==> config.mk <==
export PLATFORM = sky130hd
export DESIGN_NAME = cmpcp_top
export DESIGN_NICKNAME = d
export VERILOG_FILES = /design/src/design/cmpcp_pkg.sv /design/src/design/cmpcp_top.sv
export VERILOG_INCLUDE_DIRS = /design/src /design/src/design
export SDC_FILE = /design/constraint.sdc
export NUM_CORES = 1
export LEC_CHECK = 0
export ABC_AREA = 1
export BUFFER_PORTS_ARGS = -buffer_cell sky130_fd_sc_hd__buf_2
export CORE_MARGIN = 2
export CORE_UTILIZATION = 55
export CTS_CLUSTER_DIAMETER = 150
export DETAILED_ROUTE_END_ITERATION = 6
export GPL_TIMING_DRIVEN = 0
export PLACE_DENSITY = 0.76
export SLEW_MARGIN = 20
export SYNTH_ARGS = -nofsm -noshare
export SYNTH_HDL_FRONTEND = slang
export SYNTH_SLANG_ARGS = --single-unit
==> constraint.sdc <==
create_clock -name clk_i -period 3.6 [get_ports clk_i]
set_clock_uncertainty 0.2 [all_clocks]
set_input_delay 0.18 -clock clk_i [delete_from_list [all_inputs] [get_ports clk_i]]
set_output_delay 0.18 -clock clk_i [all_outputs]
set_load 0.01 [all_outputs]
==> src/design/cmpcp_cfg.svh <==
// Purpose: Constants of the compass command port
// Assumes: 50 MHz core clock
// Notes: Times in ms, cycle counts derived in the module
`ifndef CMPCP_CFG_SVH
`define CMPCP_CFG_SVH
`define CMPCP_CLK_HZ 50000000
`define CMPCP_INIT_MS 500
`define CMPCP_P1HZ_MS 1000
`define CMPCP_P5HZ_MS 200
`define CMPCP_P10HZ_MS 100
`define CMPCP_ADDR_WR 8'h32
`define CMPCP_ADDR_RD 8'h33
`define CMPCP_CMD_HEAD 8'h50
`define CMPCP_CMD_MODE1 8'h65
`define CMPCP_CMD_CAL_IN 8'h71
`define CMPCP_CMD_LEVEL 8'h72
`define CMPCP_CMD_EDGE 8'h73
`define CMPCP_CMD_FRONT 8'h74
`define CMPCP_CMD_RUN 8'h75
`define CMPCP_CMD_STBY 8'h76
`define CMPCP_CMD_CAL_OUT 8'h7e
`define CMPCP_CMD_RESET 8'h82
`define CMPCP_CMD_SLEEP 8'h83
`define CMPCP_CMD_WAKE 8'h84
`define CMPCP_CMD_EE_RD 8'he1
`define CMPCP_CMD_EE_WR 8'hf1
`define CMPCP_EE_MODE1 8'h04
`define CMPCP_EE_MODE2 8'h05
`define CMPCP_M1_FILT 5
`define CMPCP_ORIENT_LEVEL 3'h1
`define CMPCP_ORIENT_EDGE 3'h2
`define CMPCP_ORIENT_FRONT 3'h4
`define CMPCP_MODE2_RESET 8'h01
`define CMPCP_RATE_1HZ 2'h0
`define CMPCP_RATE_5HZ 2'h1
`define CMPCP_RATE_10HZ 2'h2
`define CMPCP_HEAD_MAX 16'h0e10
`define CMPCP_TILT_MAX 16'sh0384
`endif

==> src/design/cmpcp_pkg.sv <==
// Purpose: Types of the compass command port
// Assumes: Nothing
// Notes: Angles in tenths of a degree
package cmpcp_pkg;
    typedef enum {
        CMPCP_IDLE, CMPCP_ADDR, CMPCP_WR, CMPCP_ACK, CMPCP_RD, CMPCP_RACK
    } cmpcp_state_type;
    typedef struct packed {
        logic [15:0] heading;
        logic signed [15:0] pitch;
        logic signed [15:0] roll;
    } cmpcp_angles_type;
    typedef struct packed {
        logic [2:0][15:0] axis;
    } cmpcp_mag_type;
endpackage : cmpcp_pkg

==> src/design/cmpcp_top.sv <==
// Purpose: I2C command port and mode control of a compass module
// Assumes: SCL and SDA asynchronous, sampled by clk_i
// Notes: SDA is open drain, pulled low only
//
// What this block does
// - Mode 1 bit 7 is read-only, set while compass output is computed.
// - Mode 1 bit 6 is read-only, set while calibration runs.
// - Mode 1 bit 5 enables an IIR smoothing filter on heading.
// - Bit 4 shows run, bit 3 standby; run is the default.
// - Bits 2..0 show front, edge, level orientation; level default.
// - Mode 2 low bits pick 1, 5 or 10 Hz; 5 Hz default.
// - Command 71 enters calibration except in sleep, command 7e leaves it.
// - Calibration tracks per-axis field extremes; leaving it updates offsets.
// - First command waits 500 ms; device then comes up in run.
// - Read with 33 returns six bytes, pairs high byte first.
// - Tenths of degree: heading 0..3600, pitch and roll within 900.
// - Wake command returns from sleep into standby, not run.
// - Commands 72, 73, 74 pick level, sideways, front orientation.
// - Command 75 goes standby to run, 76 run to standby.
`timescale 1ns/1ns
`include "cmpcp_cfg.svh"
module cmpcp_top
    import cmpcp_pkg::*;
#(
    parameter int INIT_CYC = `CMPCP_CLK_HZ / 1000 * `CMPCP_INIT_MS,
    parameter int P1_CYC = `CMPCP_CLK_HZ / 1000 * `CMPCP_P1HZ_MS,
    parameter int P5_CYC = `CMPCP_CLK_HZ / 1000 * `CMPCP_P5HZ_MS,
    parameter int P10_CYC = `CMPCP_CLK_HZ / 1000 * `CMPCP_P10HZ_MS
) (
    input wire logic clk_i,
    input wire logic nrst_i,
    input wire logic scl_i,
    input wire logic sda_i,
    output logic sda_o,
    output logic sda_oe_n_o,
    input wire cmpcp_angles_type angles_i,
    input wire cmpcp_mag_type mag_i,
    output logic meas_tick_o,
    output logic filter_en_o,
    output logic cal_active_o,
    output logic offset_update_o,
    output cmpcp_mag_type mag_offset_o,
    output logic init_done_o,
    output logic [7:0] mode1_o,
    output logic [7:0] mode2_o
);
    logic [1:0] scl_sy_q, sda_sy_q;
    logic scl_p_q, sda_p_q;
    cmpcp_state_type st_q;
    logic [3:0] bcnt_q;
    logic [7:0] sh_q;
    logic drv_q, is_rd_q;
    logic [2:0] ridx_q;
    logic [1:0] widx_q;
    logic [7:0] cmd_q;
    logic [7:0] resp_q [6];
    logic run_q, stby_q, cal_q, filt_q, done_q, upd_q, tick_q;
    logic [2:0] orient_q;
    logic [7:0] mode2_q;
    logic [25:0] init_cnt_q, per_cnt_q;
    cmpcp_angles_type ang_q;
    cmpcp_mag_type off_q;
    logic [15:0] mn_q [3];
    logic [15:0] mx_q [3];

    wire scl_s = scl_sy_q[1];
    wire sda_s = sda_sy_q[1];
    wire rise = scl_s & ~scl_p_q;
    wire fall = ~scl_s & scl_p_q;
    wire start = scl_s & scl_p_q & sda_p_q & ~sda_s;
    wire stop = scl_s & scl_p_q & ~sda_p_q & sda_s;
    wire byte_end = fall & (bcnt_q == 4'h8);
    wire addr_wr = (st_q == CMPCP_ADDR) & byte_end & done_q
        & (sh_q == `CMPCP_ADDR_WR);
    wire addr_rd = (st_q == CMPCP_ADDR) & byte_end & done_q
        & (sh_q == `CMPCP_ADDR_RD);
    wire wr_stb = (st_q == CMPCP_WR) & byte_end;
    wire rd_load = fall & ((st_q == CMPCP_ACK & is_rd_q)
        | st_q == CMPCP_RACK);
    wire [7:0] rd_byte = resp_q[(ridx_q > 3'h5) ? 3'h5 : ridx_q];
    wire sleep = ~run_q & ~stby_q;
    wire comp = done_q & run_q & ~cal_q;
    wire [7:0] mode1 = {comp, cal_q, filt_q, run_q, stby_q,
        orient_q};
    wire [1:0] rate = mode2_q[1:0];
    wire [25:0] per_lim = (rate == `CMPCP_RATE_1HZ) ? 26'(P1_CYC - 1) :
        (rate == `CMPCP_RATE_10HZ) ? 26'(P10_CYC - 1) :
        26'(P5_CYC - 1); // unassigned code runs at 5 Hz
    // At or past the limit, so a drop to a faster rate cannot overrun
    wire tick = done_q & run_q & (per_cnt_q >= per_lim);
    wire [7:0] cmd0 = sh_q;
    wire soft_rst = wr_stb & (widx_q == 2'h0)
        & (cmd0 == `CMPCP_CMD_RESET);

    function automatic logic [15:0] sat_tilt(input logic [15:0] v);
        if ($signed(v) > `CMPCP_TILT_MAX) return `CMPCP_TILT_MAX;
        if ($signed(v) < -`CMPCP_TILT_MAX) return -`CMPCP_TILT_MAX;
        return v;
    endfunction : sat_tilt

    // Heading filter: quarter-step IIR, limited to the legal range
    wire [16:0] hdiff = {1'b0, angles_i.heading} - {1'b0, ang_q.heading};
    wire [15:0] hfilt = ang_q.heading + {{2{hdiff[16]}}, hdiff[15:2]};
    wire [15:0] hsel = filt_q ? hfilt : angles_i.heading;
    wire [15:0] hsat = (hsel > `CMPCP_HEAD_MAX) ? `CMPCP_HEAD_MAX : hsel;

    always_ff @(posedge clk_i) begin
        if (!nrst_i) begin
            scl_sy_q <= 2'h3;
            sda_sy_q <= 2'h3;
            scl_p_q <= 1'b1;
            sda_p_q <= 1'b1;
        end else begin
            scl_sy_q <= {scl_sy_q[0], scl_i};
            sda_sy_q <= {sda_sy_q[0], sda_i};
            scl_p_q <= scl_s;
            sda_p_q <= sda_s;
        end
    end

    // I2C slave; data changes only after SCL falls
    always_ff @(posedge clk_i) begin
        if (!nrst_i) begin
            st_q <= CMPCP_IDLE;
            bcnt_q <= 4'h0;
            sh_q <= 8'h00;
            drv_q <= 1'b0;
            is_rd_q <= 1'b0;
            ridx_q <= 3'h0;
        end else if (start) begin
            st_q <= CMPCP_ADDR;
            bcnt_q <= 4'h0;
            drv_q <= 1'b0;
        end else if (stop) begin
            st_q <= CMPCP_IDLE;
            drv_q <= 1'b0;
        end else if (rd_load) begin
            st_q <= CMPCP_RD;
            sh_q <= rd_byte;
            drv_q <= ~rd_byte[7];
            ridx_q <= ridx_q + 3'h1;
            bcnt_q <= 4'h0;
        end else begin
            case (st_q)
                CMPCP_ADDR, CMPCP_WR: begin
                    if (rise && bcnt_q != 4'h8) begin
                        sh_q <= {sh_q[6:0], sda_s};
                        bcnt_q <= bcnt_q + 4'h1;
                    end
                    if (byte_end) begin
                        bcnt_q <= 4'h0;
                        // No answer to the address until init is over
                        drv_q <= addr_wr | addr_rd | wr_stb;
                        st_q <= (addr_wr | addr_rd | wr_stb) ?
                            CMPCP_ACK : CMPCP_IDLE;
                        if (addr_wr | addr_rd) begin
                            is_rd_q <= addr_rd;
                            ridx_q <= 3'h0;
                        end
                    end
                end
                CMPCP_ACK: begin
                    if (fall) begin
                        st_q <= CMPCP_WR;
                        drv_q <= 1'b0;
                    end
                end
                CMPCP_RD: begin
                    if (fall && bcnt_q == 4'h7) begin
                        st_q <= CMPCP_RACK;
                        drv_q <= 1'b0;
                    end else if (fall) begin
                        sh_q <= {sh_q[6:0], 1'b0};
                        drv_q <= ~sh_q[6];
                        bcnt_q <= bcnt_q + 4'h1;
                    end
                end
                CMPCP_RACK: begin
                    if (rise && sda_s) begin
                        st_q <= CMPCP_IDLE;
                    end
                end
                default: begin
                    drv_q <= 1'b0;
                end
            endcase
        end
    end

    // Power-up and soft reset wait; device starts in run mode
    always_ff @(posedge clk_i) begin
        if (!nrst_i || soft_rst) begin
            init_cnt_q <= 26'h0;
            done_q <= 1'b0;
        end else if (!done_q) begin
            done_q <= (init_cnt_q == 26'(INIT_CYC - 1));
            init_cnt_q <= init_cnt_q + 26'h1;
        end
    end

    // Measurement rate divider
    always_ff @(posedge clk_i) begin
        if (!nrst_i || !(done_q && run_q) || tick) begin
            per_cnt_q <= 26'h0;
        end else begin
            per_cnt_q <= per_cnt_q + 26'h1;
        end
        tick_q <= nrst_i & tick;
    end

    // Command interpreter
    always_ff @(posedge clk_i) begin
        if (!nrst_i) begin
            widx_q <= 2'h0;
            cmd_q <= 8'h00;
            run_q <= 1'b1;
            stby_q <= 1'b0;
            cal_q <= 1'b0;
            filt_q <= 1'b0;
            orient_q <= `CMPCP_ORIENT_LEVEL;
            mode2_q <= `CMPCP_MODE2_RESET;
            upd_q <= 1'b0;
            for (int i = 0; i < 6; i++) resp_q[i] <= 8'h00;
        end else begin
            upd_q <= 1'b0;
            if (addr_wr) widx_q <= 2'h0;
            if (soft_rst) begin
                widx_q <= 2'h1;
                run_q <= 1'b1;
                stby_q <= 1'b0;
                cal_q <= 1'b0;
            end else if (wr_stb && widx_q == 2'h0) begin
                widx_q <= 2'h1;
                cmd_q <= cmd0;
                case (cmd0)
                    `CMPCP_CMD_HEAD: begin
                        {resp_q[0], resp_q[1]} <= ang_q.heading;
                        {resp_q[2], resp_q[3]} <= ang_q.pitch;
                        {resp_q[4], resp_q[5]} <= ang_q.roll;
                    end
                    `CMPCP_CMD_MODE1: resp_q[0] <= mode1;
                    `CMPCP_CMD_CAL_IN: cal_q <= ~sleep;
                    `CMPCP_CMD_CAL_OUT: begin
                        cal_q <= 1'b0;
                        upd_q <= cal_q;
                    end
                    `CMPCP_CMD_LEVEL: begin
                        orient_q <= `CMPCP_ORIENT_LEVEL;
                    end
                    `CMPCP_CMD_EDGE: begin
                        orient_q <= `CMPCP_ORIENT_EDGE;
                    end
                    `CMPCP_CMD_FRONT: begin
                        orient_q <= `CMPCP_ORIENT_FRONT;
                    end
                    `CMPCP_CMD_RUN: if (stby_q) begin
                        run_q <= 1'b1;
                        stby_q <= 1'b0;
                    end
                    `CMPCP_CMD_STBY: if (run_q) begin
                        run_q <= 1'b0;
                        stby_q <= 1'b1;
                    end
                    `CMPCP_CMD_SLEEP: if (run_q) run_q <= 1'b0;
                    `CMPCP_CMD_WAKE: stby_q <= stby_q | sleep;
                    default: ;
                endcase
            end else if (wr_stb && widx_q == 2'h1) begin
                widx_q <= 2'h2;
                if (cmd_q == `CMPCP_CMD_EE_RD) begin
                    resp_q[0] <= (sh_q == `CMPCP_EE_MODE1) ? mode1 :
                        (sh_q == `CMPCP_EE_MODE2) ? mode2_q : 8'h00;
                end
                resp_q[1] <= sh_q; // Holds the write address
            end else if (wr_stb && widx_q == 2'h2) begin
                widx_q <= 2'h3;
                if (cmd_q == `CMPCP_CMD_EE_WR &&
                    resp_q[1] == `CMPCP_EE_MODE1) begin
                    filt_q <= sh_q[`CMPCP_M1_FILT];
                    orient_q <= sh_q[2:0];
                end
                if (cmd_q == `CMPCP_CMD_EE_WR &&
                    resp_q[1] == `CMPCP_EE_MODE2) begin
                    mode2_q <= sh_q;
                end
            end
        end
    end

    // Angle capture with range limits
    always_ff @(posedge clk_i) begin
        if (!nrst_i) begin
            ang_q <= '0;
        end else if (tick) begin
            ang_q.heading <= hsat;
            ang_q.pitch <= sat_tilt(angles_i.pitch);
            ang_q.roll <= sat_tilt(angles_i.roll);
        end
    end

    // Hard-iron offset: midpoint of extremes seen while calibrating
    for (genvar g = 0; g < 3; g++) begin : g_axis
        wire [15:0] m = mag_i.axis[g];
        wire [16:0] sum = {mx_q[g][15], mx_q[g]} + {mn_q[g][15], mn_q[g]};
        always_ff @(posedge clk_i) begin
            if (!nrst_i || !cal_q) begin
                mn_q[g] <= 16'h7fff;
                mx_q[g] <= 16'h8000;
            end else if (tick) begin
                if ($signed(m) < $signed(mn_q[g])) mn_q[g] <= m;
                if ($signed(m) > $signed(mx_q[g])) mx_q[g] <= m;
            end
            if (!nrst_i) begin
                off_q.axis[g] <= 16'h0000;
            end else if (upd_q) begin
                off_q.axis[g] <= sum[16:1];
            end
        end
    end

    assign sda_o = 1'b0;
    assign sda_oe_n_o = ~drv_q;
    assign meas_tick_o = tick_q;
    assign filter_en_o = filt_q;
    assign cal_active_o = cal_q;
    assign offset_update_o = upd_q;
    assign mag_offset_o = off_q;
    assign init_done_o = done_q;
    assign mode1_o = mode1;
    assign mode2_o = mode2_q;
endmodule : cmpcp_top

# After elaboration in Yosys (flattened, before gate mapping)
# Memory sizes are Yosys's and may differ from the RTL's.
# Cells that the tools add are included.
# Widths: inputs -> output; s select.
[classes] n_addsub=9 n_mul=0 n_div=0 n_lt_le_gt_ge=14 n_eq_ne=60 shifts=0 mux=115 n_bitwise=52 n_reduce_logical=60
[op_table] op="$mux 16" count=18
[op_table] op="$eq 32x3->1 const B" count=4
[op_table] op="$mux 32" count=4
[op_table] op="$pmux 32 s4" count=1
[op_table] op="$eq 32x2->1 const B" count=3
[op_table] op="$eq 8x7->1 const B" count=9
[op_table] op="$mux 8" count=9
[op_table] op="$add 26x1->26 const B" count=2
[op_table] op="$mux 1" count=52
[op_table] op="$add 16x16->17" count=3
[op_table] op="$gt 16x16->1" count=3
[op_table] op="$lt 16x16->1" count=3
[op_table] op="$eq 8x8->1 const B" count=5
[op_table] op="$mux 40" count=1
[op_table] op="$reduce_and 5->1" count=8
[op_table] op="$eq 32x1->1 const B" count=1
[op_table] op="$eq 32x4->1 const B" count=1
[op_table] op="$eq 8x3->1 const B" count=4
[op_table] op="$gt 16x11->1 const B" count=2
[op_table] op="$lt 16x11->1 const B" count=2
[op_table] op="$pmux 8 s2" count=2
[op_table] op="$mux 3" count=10
[op_table] op="$eq 26x25->1 const B" count=1
[op_table] op="$ge 26x26->1" count=1
[op_table] op="other kinds (49)" count=161
[totals] register_bits=279 latchBits=0 ramBits=96 rom_bits=0 output_inout_bits=71 memories=2
[memory_table] name="mn_q" depth=3 word_bits=16 read_ports=3 rd_ports_with_merged_regs=0 wr=3 line_no="cmpcp_top.sv:63" source="logic [15:0] mn_q [3];"
[memory_table] name="mx_q" depth=3 word_bits=16 read_ports=3 rd_ports_with_merged_regs=0 wr=3 line_no="cmpcp_top.sv:64" source="logic [15:0] mx_q [3];"

# Depth between registers and ports, before layout
# Gate-level depths: netlist (run 1).
[depth] word_depth=14 mapped_depth=27 ltp_nobuf=27

# Worst setup path after synthesis (run 1)
# Ideal clock, no wire load.
[synth_timing] path_kind="register -> register" startpoint="register mode2_q[1], in the netlist mode2_o[1]" endpoint="memory mx_q[1][0], enable pin" setup_time_ps=411 arrival_time_ps=3193 t_required_ps=2989 path_slack_ps=-205 stages_incl_launch_ff=15 n_path_buf=2 cell_sequence="dfxtp_1 > inv_1 > nor2_1 > inv_1 > ha_1 > a21oi_1 > o31ai_1 > nand2_1 > nand2_1 > nand2_1 > nand3_2 > nand2_2 > buf_6 > buf_2 > o21ai_0"
[synth_rtl] element="start: declaration" line_no="cmpcp_top.sv:59" source="logic [7:0] mode2_q;"
[synth_rtl] element="start signal: assignment" line_no="cmpcp_top.sv:221" source="mode2_q <= `CMPCP_MODE2_RESET;"
[synth_rtl] element="start signal: assignment" line_no="cmpcp_top.sv:284" source="mode2_q <= sh_q;"
[synth_rtl] element="end: declaration" line_no="cmpcp_top.sv:64"

# Worst setup path after layout (run 1)
[layout_timing] startpoint="register ang_q[33] in the netlist's numbering" endpoint="register ang_q[39] in the netlist's numbering"
[layout_between] elab_chain_cells=5
[layout_lines] element="start: declaration" line_no="cmpcp_top.sv:61" source="cmpcp_angles_type ang_q;"
[layout_lines] element="$sub 16x16->17" line_no="cmpcp_top.sv:102" source="wire [16:0] hdiff = {1'b0, angles_i.heading} - {1'b0, ang_q.heading};"
[layout_lines] element="$add 16x16->16 (*)" line_no="cmpcp_top.sv:103" source="wire [15:0] hfilt = ang_q.heading + {{2{hdiff[16]}}, hdiff[15:2]};"
[layout_lines] element="$mux 16 (*)" line_no="cmpcp_top.sv:104" source="wire [15:0] hsel = filt_q ? hfilt : angles_i.heading;"
[layout_lines] element="$gt 16x12->1 (no line)"
[layout_lines] element="$mux 16 (*)" line_no="cmpcp_top.sv:105" source="wire [15:0] hsat = (hsel > `CMPCP_HEAD_MAX) ? `CMPCP_HEAD_MAX : hsel;"
# Mark *: on every way between the ends. The rest lies on a longest branch, timed or not.
# A chain may end at the register's enable or synchronous reset.

==> flow_metrics.env, run 1 <==
export IMPL_status="finished with violations"
export IMPL_violations="setup timing"
export IMPL_power_frac_comb_pct=12.1
export IMPL_grt_first_pass_wirelength_um=104000
export IMPL_placed_cell_area_mm2=0.0232
export IMPL_clock_root_buffer="clkbuf_16"
export IMPL_async_flop_share_pct=0
export IMPL_cp_required_ns=3.84
export IMPL_grt_pass1_vias=20603
export IMPL_finalCoreUtilization_pct=67.1
export IMPL_clk_latency_ns=0.57
export IMPL_slew_viol_final=0
export IMPL_ys_ff_latch=346
export IMPL_drt_iter0_markers=1750
export IMPL_p_leak_nw=11.9
export IMPL_nets=3544
export IMPL_synth_cells=2906
export IMPL_area_growth_pct=20.1
export IMPL_setup_viol=9
export IMPL_ir_drop_mv=0.473
export IMPL_fillers=3302
export IMPL_vias_per_cell=5.63
export IMPL_rows=72
export IMPL_finalWirelength_um=65800
export IMPL_die_x_um=202
export IMPL_cts_sinks=346
export IMPL_pwr_share_clk_pct=42.9
export IMPL_drc_errors=0
export IMPL_cp_startpoint="ang_q[33]"
export IMPL_grt_overflow_total=0
export IMPL_htree_levels=2
export IMPL_drive_above_1_share_pct=14.3
export IMPL_p_per_area_mw_per_mm2=346
export IMPL_clk_path_buf_depth=3
export IMPL_firstDrtPassIters=6
export IMPL_final_antenna_net_count=0
export IMPL_endpoint_kind="register"
export IMPL_min_path_type="input pin to register"
export IMPL_synth_ff_type="dfxtp_1"
export IMPL_antenna_found_initial=1
export IMPL_portBuffers=169
export IMPL_yosys_warnings=0
export IMPL_worst_slew_pin_slew_ns=1.01
export IMPL_cts_made_buffers=39
export IMPL_p_int_mw=6.62
export IMPL_p_sw_share_pct=26.4
export IMPL_grt_max_degree=17
export IMPL_r2r_start="ang_q[33]"
export IMPL_maxCapViolations=0
export IMPL_dp_hpwl_um=48600
export IMPL_final_area_mm2=0.0260
export IMPL_synth_edf_count=96
export IMPL_io_pins=171
export IMPL_place_ws_ns=-0.642
export IMPL_finalWorstSetupSlack_ns=-0.0439
export IMPL_path_class="register to register"
export IMPL_via_count=21379
export IMPL_dp_cells=3597
export IMPL_synth_fp_nets=3202
export IMPL_yosysTopAreaCell="dfxtp_1"
export IMPL_yosysTopAreaCellShare_pct=23.1
export IMPL_ys_top_cells_by_area="dfxtp_1 23%, edfxtp_1 13%, ha_1 11%"
export IMPL_p_seq_share_pct=45.0
export IMPL_arrival_ns=3.89
export IMPL_syn_area_per_cell_um2=7.45
export IMPL_power_switching_mw=2.38
export IMPL_hold_viol=0
export IMPL_start_kind="register"
export IMPL_seq_area_mm2=0.00792
export IMPL_min_from="angles_i[45]"
export IMPL_instances_no_fill=3795
export IMPL_cp_max_fo=6
export IMPL_rsz0062_at_grt="true"
export IMPL_fin_tns_setup_ns=-0.217
export IMPL_synth_area_mm2=0.0216
export IMPL_fmax_mhz=274
export IMPL_coreArea_mm2=0.0387
export IMPL_synth_cell_types=59
export IMPL_fin_crit_ns=3.64
export IMPL_multiInputGateArea_mm2=0.0120
export IMPL_die_area_mm2=0.0409
export IMPL_grt_usage_pct=31.4
export IMPL_place_congestion=0.984
export IMPL_die_y_um=202
export IMPL_clk_pin_slew_worst_paths_ns=0.06
export IMPL_start_util_pct=55.9
export IMPL_period_share_pct=101
export IMPL_cts_tree="yes"
export IMPL_slew_limit_headroom_pct=32.7
export IMPL_synth_seq_area_share_pct=36.5
export IMPL_hold_ws_ns=0.0463
export IMPL_route_detailed_wl_per_inst_um=17.4
export IMPL_p_total_mw=9.00
[state kept, by name, indices dropped and copies added (netlist names), 2 cells and up]
signal,cells
scl_sy_q,2
mx_q,48
mode2_o,8
ang_q,48
cmd_q,8
widx_q,2
resp_q,48
mag_offset_o,48
per_cnt_q,26
cmd0,8
st_q,3
init_cnt_q,26
sda_sy_q,2
bcnt_q,4
orient_q,3
mn_q,48
ridx_q,3
[layout by cell type (no fill, tap or decap), drive strengths merged, types with 4 or more instances in the layout]
cell type,n
or2,17
clkbuf,109
nand4,59
inv,428
nor3,59
a21boi,8
o211ai,29
edfxtp,96
nand2,401
buf,244
xnor2,22
o21bai,6
nor2,433
o21ai,246
dlygate4sd3,97
nand3,163
o31ai,15
xor2,46
nand3b,14
a21oi,227
dfxtp,250
o22ai,10
o21a,6
a211oi,14
ha,192
fa,4
clkinv,12
nor4,20
nor3b,9
a21o,5
a31oi,23
[final timing paths]
path / end / slack (ns) / cells past startpoint
worst min-delay path: ang_q[43] / 0.05 / 7
worst min register to register: scl_sy_q[1] / 0.22 / 1
worst max register to register: ang_q[39] / -0.04 / 23
worst max-delay path: ang_q[39] / -0.04 / 23
[synthesized netlist by cell type (all sizes together) (2+ instances only)]
cell type	n
clkbuf	50
o21ai	246
o21bai	6
a21oi	227
ha	192
buf	40
fa	4
nand2	401
nand4	59
nor3	59
xnor2	22
inv	427
o21a	6
or2	17
edfxtp	96
a211oi	14
o211ai	29
a21o	5
a21boi	8
xor2	46
a2111oi	2
o2111ai	2
dfxtp	250
nand3b	14
nor2	433
o22ai	10
nor3b	9
o31ai	15
nor4	20
nand3	163
a31oi	23
clkinv	4
[metal layers]
layer,wire length [µm],vias up,track usage [%],share of wire [%]
met5,0,-,0,0
li1,-,10404,-,-
met1,28400,10021,41.3,43
met3,5050,146,5.48,7.7
met2,30300,808,52.1,46
met4,2090,0,10.6,3.2
[worst max-delay path, cell delays in order (launching register included)]
cell	delay (ns)
dfxtp_4	0.34
inv_2	0.04
ha_4	0.26
nand2_4	0.05
nand2_4	0.09
a21oi_4	0.06
o21ai_2	0.15
nand2_2	0.08
a21boi_2	0.18
nor2_2	0.07
o21ai_2	0.13
xor2_1	0.16
ha_1	0.31
buf_4	0.18
nand2_2	0.09
nor2_4	0.05
nand3_1	0.09
nand3_2	0.10
xor2_2	0.20
a21oi_2	0.19
nand4_2	0.16
buf_6	0.17
nand4_1	0.10
a21oi_2	0.06
[power groups by stage]
stage	registers (mW)	clock network (mW)	logic, mW
global route	4.05	4.05	1.21
floorplan	4.13	0	0.625
detailed placement	4.14	0	0.907
global placement	4.14	0	0.883
finish	4.05	3.86	1.09
CTS	4.05	3.89	1.03
[logic make-up (layout without fill, tap and decap cells)]
logic type / after synthesis / in the layout / synth area share [%]
buffers and inverters: 521 / 891 / 9.54
and+or+nand+nor: 1177 / 1177 / 24.6
adders and majority gates: 196 / 196 / 11.5
xor gates and xnor gates: 68 / 68 / 2.75
AOI/OAI and AO/OA: 597 / 597 / 15.1
other: 1 / 2 / 0.0173
DFF: 346 / 346 / 36.5
[layout make-up]
cell class | instances | share of cell area [%]
Inverter | 431 | 6.22
Clock buffer | 59 | 4.40
Buffer | 90 | 1.72
Timing Repair Buffer | 301 | 8.11
Clock inverter | 10 | 0.245
Multi-Input combinational cell | 2039 | 46.3
Sequential cell | 346 | 30.5
Tap cell | 518 | 2.49
Antenna cell | 1 | 0.00963
[what timing repair did]
item                                   in CTS  in global routing
setup buffers                              22                  9
endpoints found under the hold margin     139                  0
setup endpoints to repair                 108                 83
gates resized for setup                    60                 33
pin swaps                                  25                 28
hold buffers                               97                  0
(Power assumes the default switching activity.)
==> run 2: changes to the inputs <==
--- a/config.mk
+++ b/config.mk
@@ -9,11 +9,12 @@
 export ABC_AREA = 1
 export BUFFER_PORTS_ARGS = -buffer_cell sky130_fd_sc_hd__buf_2
 export CORE_MARGIN = 2
-export CORE_UTILIZATION = 55
+export CORE_UTILIZATION = 61
 export CTS_CLUSTER_DIAMETER = 150
 export DETAILED_ROUTE_END_ITERATION = 6
+export GPL_ROUTABILITY_DRIVEN = 0
 export GPL_TIMING_DRIVEN = 0
-export PLACE_DENSITY = 0.76
+export PLACE_DENSITY = 0.8
 export SLEW_MARGIN = 20
 export SYNTH_ARGS = -nofsm -noshare
 export SYNTH_HDL_FRONTEND = slang
==> constraint.sdc (replaced) <==
create_clock -name clk_i -period 3.55 [get_ports clk_i]
set_clock_uncertainty 0.2 [all_clocks]
set_input_delay 0.1775 -clock clk_i [delete_from_list [all_inputs] [get_ports clk_i]]
set_output_delay 0.1775 -clock clk_i [all_outputs]
set_load 0.01 [all_outputs]
==> flow_metrics.env, run 2 (synthesis gave the netlist of run 1 again) <==
export IMPL_clock_root_buffer="clkbuf_16"
export IMPL_grt_first_pass_wirelength_um=103000
export IMPL_coreArea_mm2=0.0347
export IMPL_grt_overflow_total=0
export IMPL_multiInputGateArea_mm2=0.0120
export IMPL_cts_made_buffers=40
export IMPL_drt_iter0_markers=2066
export IMPL_setup_viol=12
export IMPL_htree_levels=2
export IMPL_drc_errors=0
export IMPL_rows=68
export IMPL_dp_hpwl_um=47500
export IMPL_finalCoreUtilization_pct=74.8
export IMPL_start_kind="register"
export IMPL_firstDrtPassIters=6
export IMPL_route_detailed_wl_per_inst_um=17.6
export IMPL_violations="setup timing"
export IMPL_die_area_mm2=0.0370
export IMPL_finalWorstSetupSlack_ns=-0.239
export IMPL_io_pins=171
export IMPL_min_path_type="input pin to register"
export IMPL_drive_above_1_share_pct=14.1
export IMPL_grt_pass1_vias=21353
export IMPL_fmax_mhz=264
export IMPL_grt_usage_pct=34.9
export IMPL_vias_per_cell=5.87
export IMPL_period_share_pct=107
export IMPL_finalWirelength_um=65700
export IMPL_cp_max_fo=8
export IMPL_endpoint_kind="register"
export IMPL_die_x_um=192
export IMPL_p_per_area_mw_per_mm2=361
export IMPL_most_common_layout_cells="410 x inv_1, 385 x nand2_1, 381 x nor2_1"
export IMPL_grt_max_degree=17
export IMPL_start_util_pct=62.3
export IMPL_seq_area_mm2=0.00791
export IMPL_clk_latency_ns=0.57
export IMPL_slew_viol_final=0
export IMPL_rsz0062_at_grt="true"
export IMPL_final_common_cell="inv_1"
export IMPL_cts_sinks=346
export IMPL_clk_path_buf_depth=3
export IMPL_maxCapViolations=0
export IMPL_cts_tree="yes"
export IMPL_clk_pin_slew_worst_paths_ns=0.06
export IMPL_final_antenna_net_count=0
export IMPL_fillers=2553
export IMPL_cp_required_ns=3.78
export IMPL_slew_limit_headroom_pct=35.7
export IMPL_area_growth_pct=20.0
export IMPL_antenna_found_initial=1
export IMPL_die_y_um=192
export IMPL_nets=3540
export IMPL_via_count=21890
export IMPL_fin_tns_setup_ns=-2.18
export IMPL_fin_crit_ns=3.79
export IMPL_status="finished with violations"
export IMPL_arrival_ns=4.01
export IMPL_ir_drop_mv=0.476
export IMPL_worst_slew_pin_slew_ns=0.964
export IMPL_p_leak_nw=11.9
export IMPL_path_class="register to register"
export IMPL_hold_viol=0
export IMPL_portBuffers=169
run 2: critical path, cell delays in order, from the launching register on:
cell      delay, ns
dfxtp_4        0.35
inv_2          0.04
ha_4           0.28
buf_4          0.11
nand2_1        0.06
o21ai_2        0.15
nand2_1        0.10
a21boi_2       0.18
nor2_2         0.08
o21ai_2        0.15
xor2_1         0.19
ha_1           0.31
a21oi_2        0.22
nor2_2         0.07
nor2_2         0.14
nand3_2        0.12
xor2_2         0.19
a21oi_2        0.20
nand4_2        0.18
buf_6          0.18
nand4_1        0.07
a21oi_1        0.08
run 2: power breakdown:
| part | internal (mW) | switching, mW |
|---|---|---|
| Clock | 2.43 | 1.74 |
| Sequential | 4.07 | 0.0424 |
| Combinational | 0.416 | 0.689 |
run 2: path summary, 6_finish.rpt:
| check | start | endpoint | slack, ns | depth (start not counted) |
|---|---|---|---|---|
| max reg2reg | ang_q[35] | ang_q[35] | -0.24 | 21 |
| min reg2reg | sda_sy_q[0] | sda_sy_q[1] | 0.21 | 1 |
| min | angles_i[31] | ang_q[17] | 0.05 | 7 |
| max | ang_q[35] | ang_q[35] | -0.24 | 21 |
run 2: area by class of cell:
cell class	instances	share of cell area (%)
Multi-Input combinational cell	2039	46.3
Sequential cell	346	30.5
Timing Repair Buffer	296	8.02
Inverter	431	6.23
Clock buffer	57	4.62
Tap cell	455	2.19
Buffer	90	1.74
Clock inverter	16	0.453
Antenna cell	1	0.00964
run 2: what timing repair did:
item | CTS | global route
pin swaps | 34 | 41
cloned | 0 | 0
hold endpoints to repair | 140 | 0
gates resized for setup | 55 | 31
endpoints found under the setup margin | 91 | 93
hold buffers | 100 | 0
buffers inserted | 17 | 6
run 2: per-stage QoR:
| stage | hold slack (ns) | power [mW] | worst slack [ns] | cells | area, µm² |
|---|---|---|---|---|---|
| after floorplan | 0.0841 | 4.82 | -0.255 | 2906 | 21600 |
| after detailed placement | 0.168 | 5.11 | -0.616 | 3534 | 23100 |
| final | 0.0524 | 9.39 | -0.239 | 3731 | 26000 |
| after global placement | 0.167 | 5.08 | -1.58 | 3530 | 23100 |
| after global routing | 0.112 | 9.66 | -0.426 | 3731 | 26000 |
| after CTS | 0.0187 | 9.34 | -0.0664 | 3724 | 25800 |
run 2: routing by layer:
metal  vias up  global-route usage [%]  wire (µm)
met5         -                       0          0
met2      1029                    59.8      30900
met1     10163                    41.3      25700
li1      10402                       -          -
met3       296                    6.29       5310
met4         0                    19.7       3770
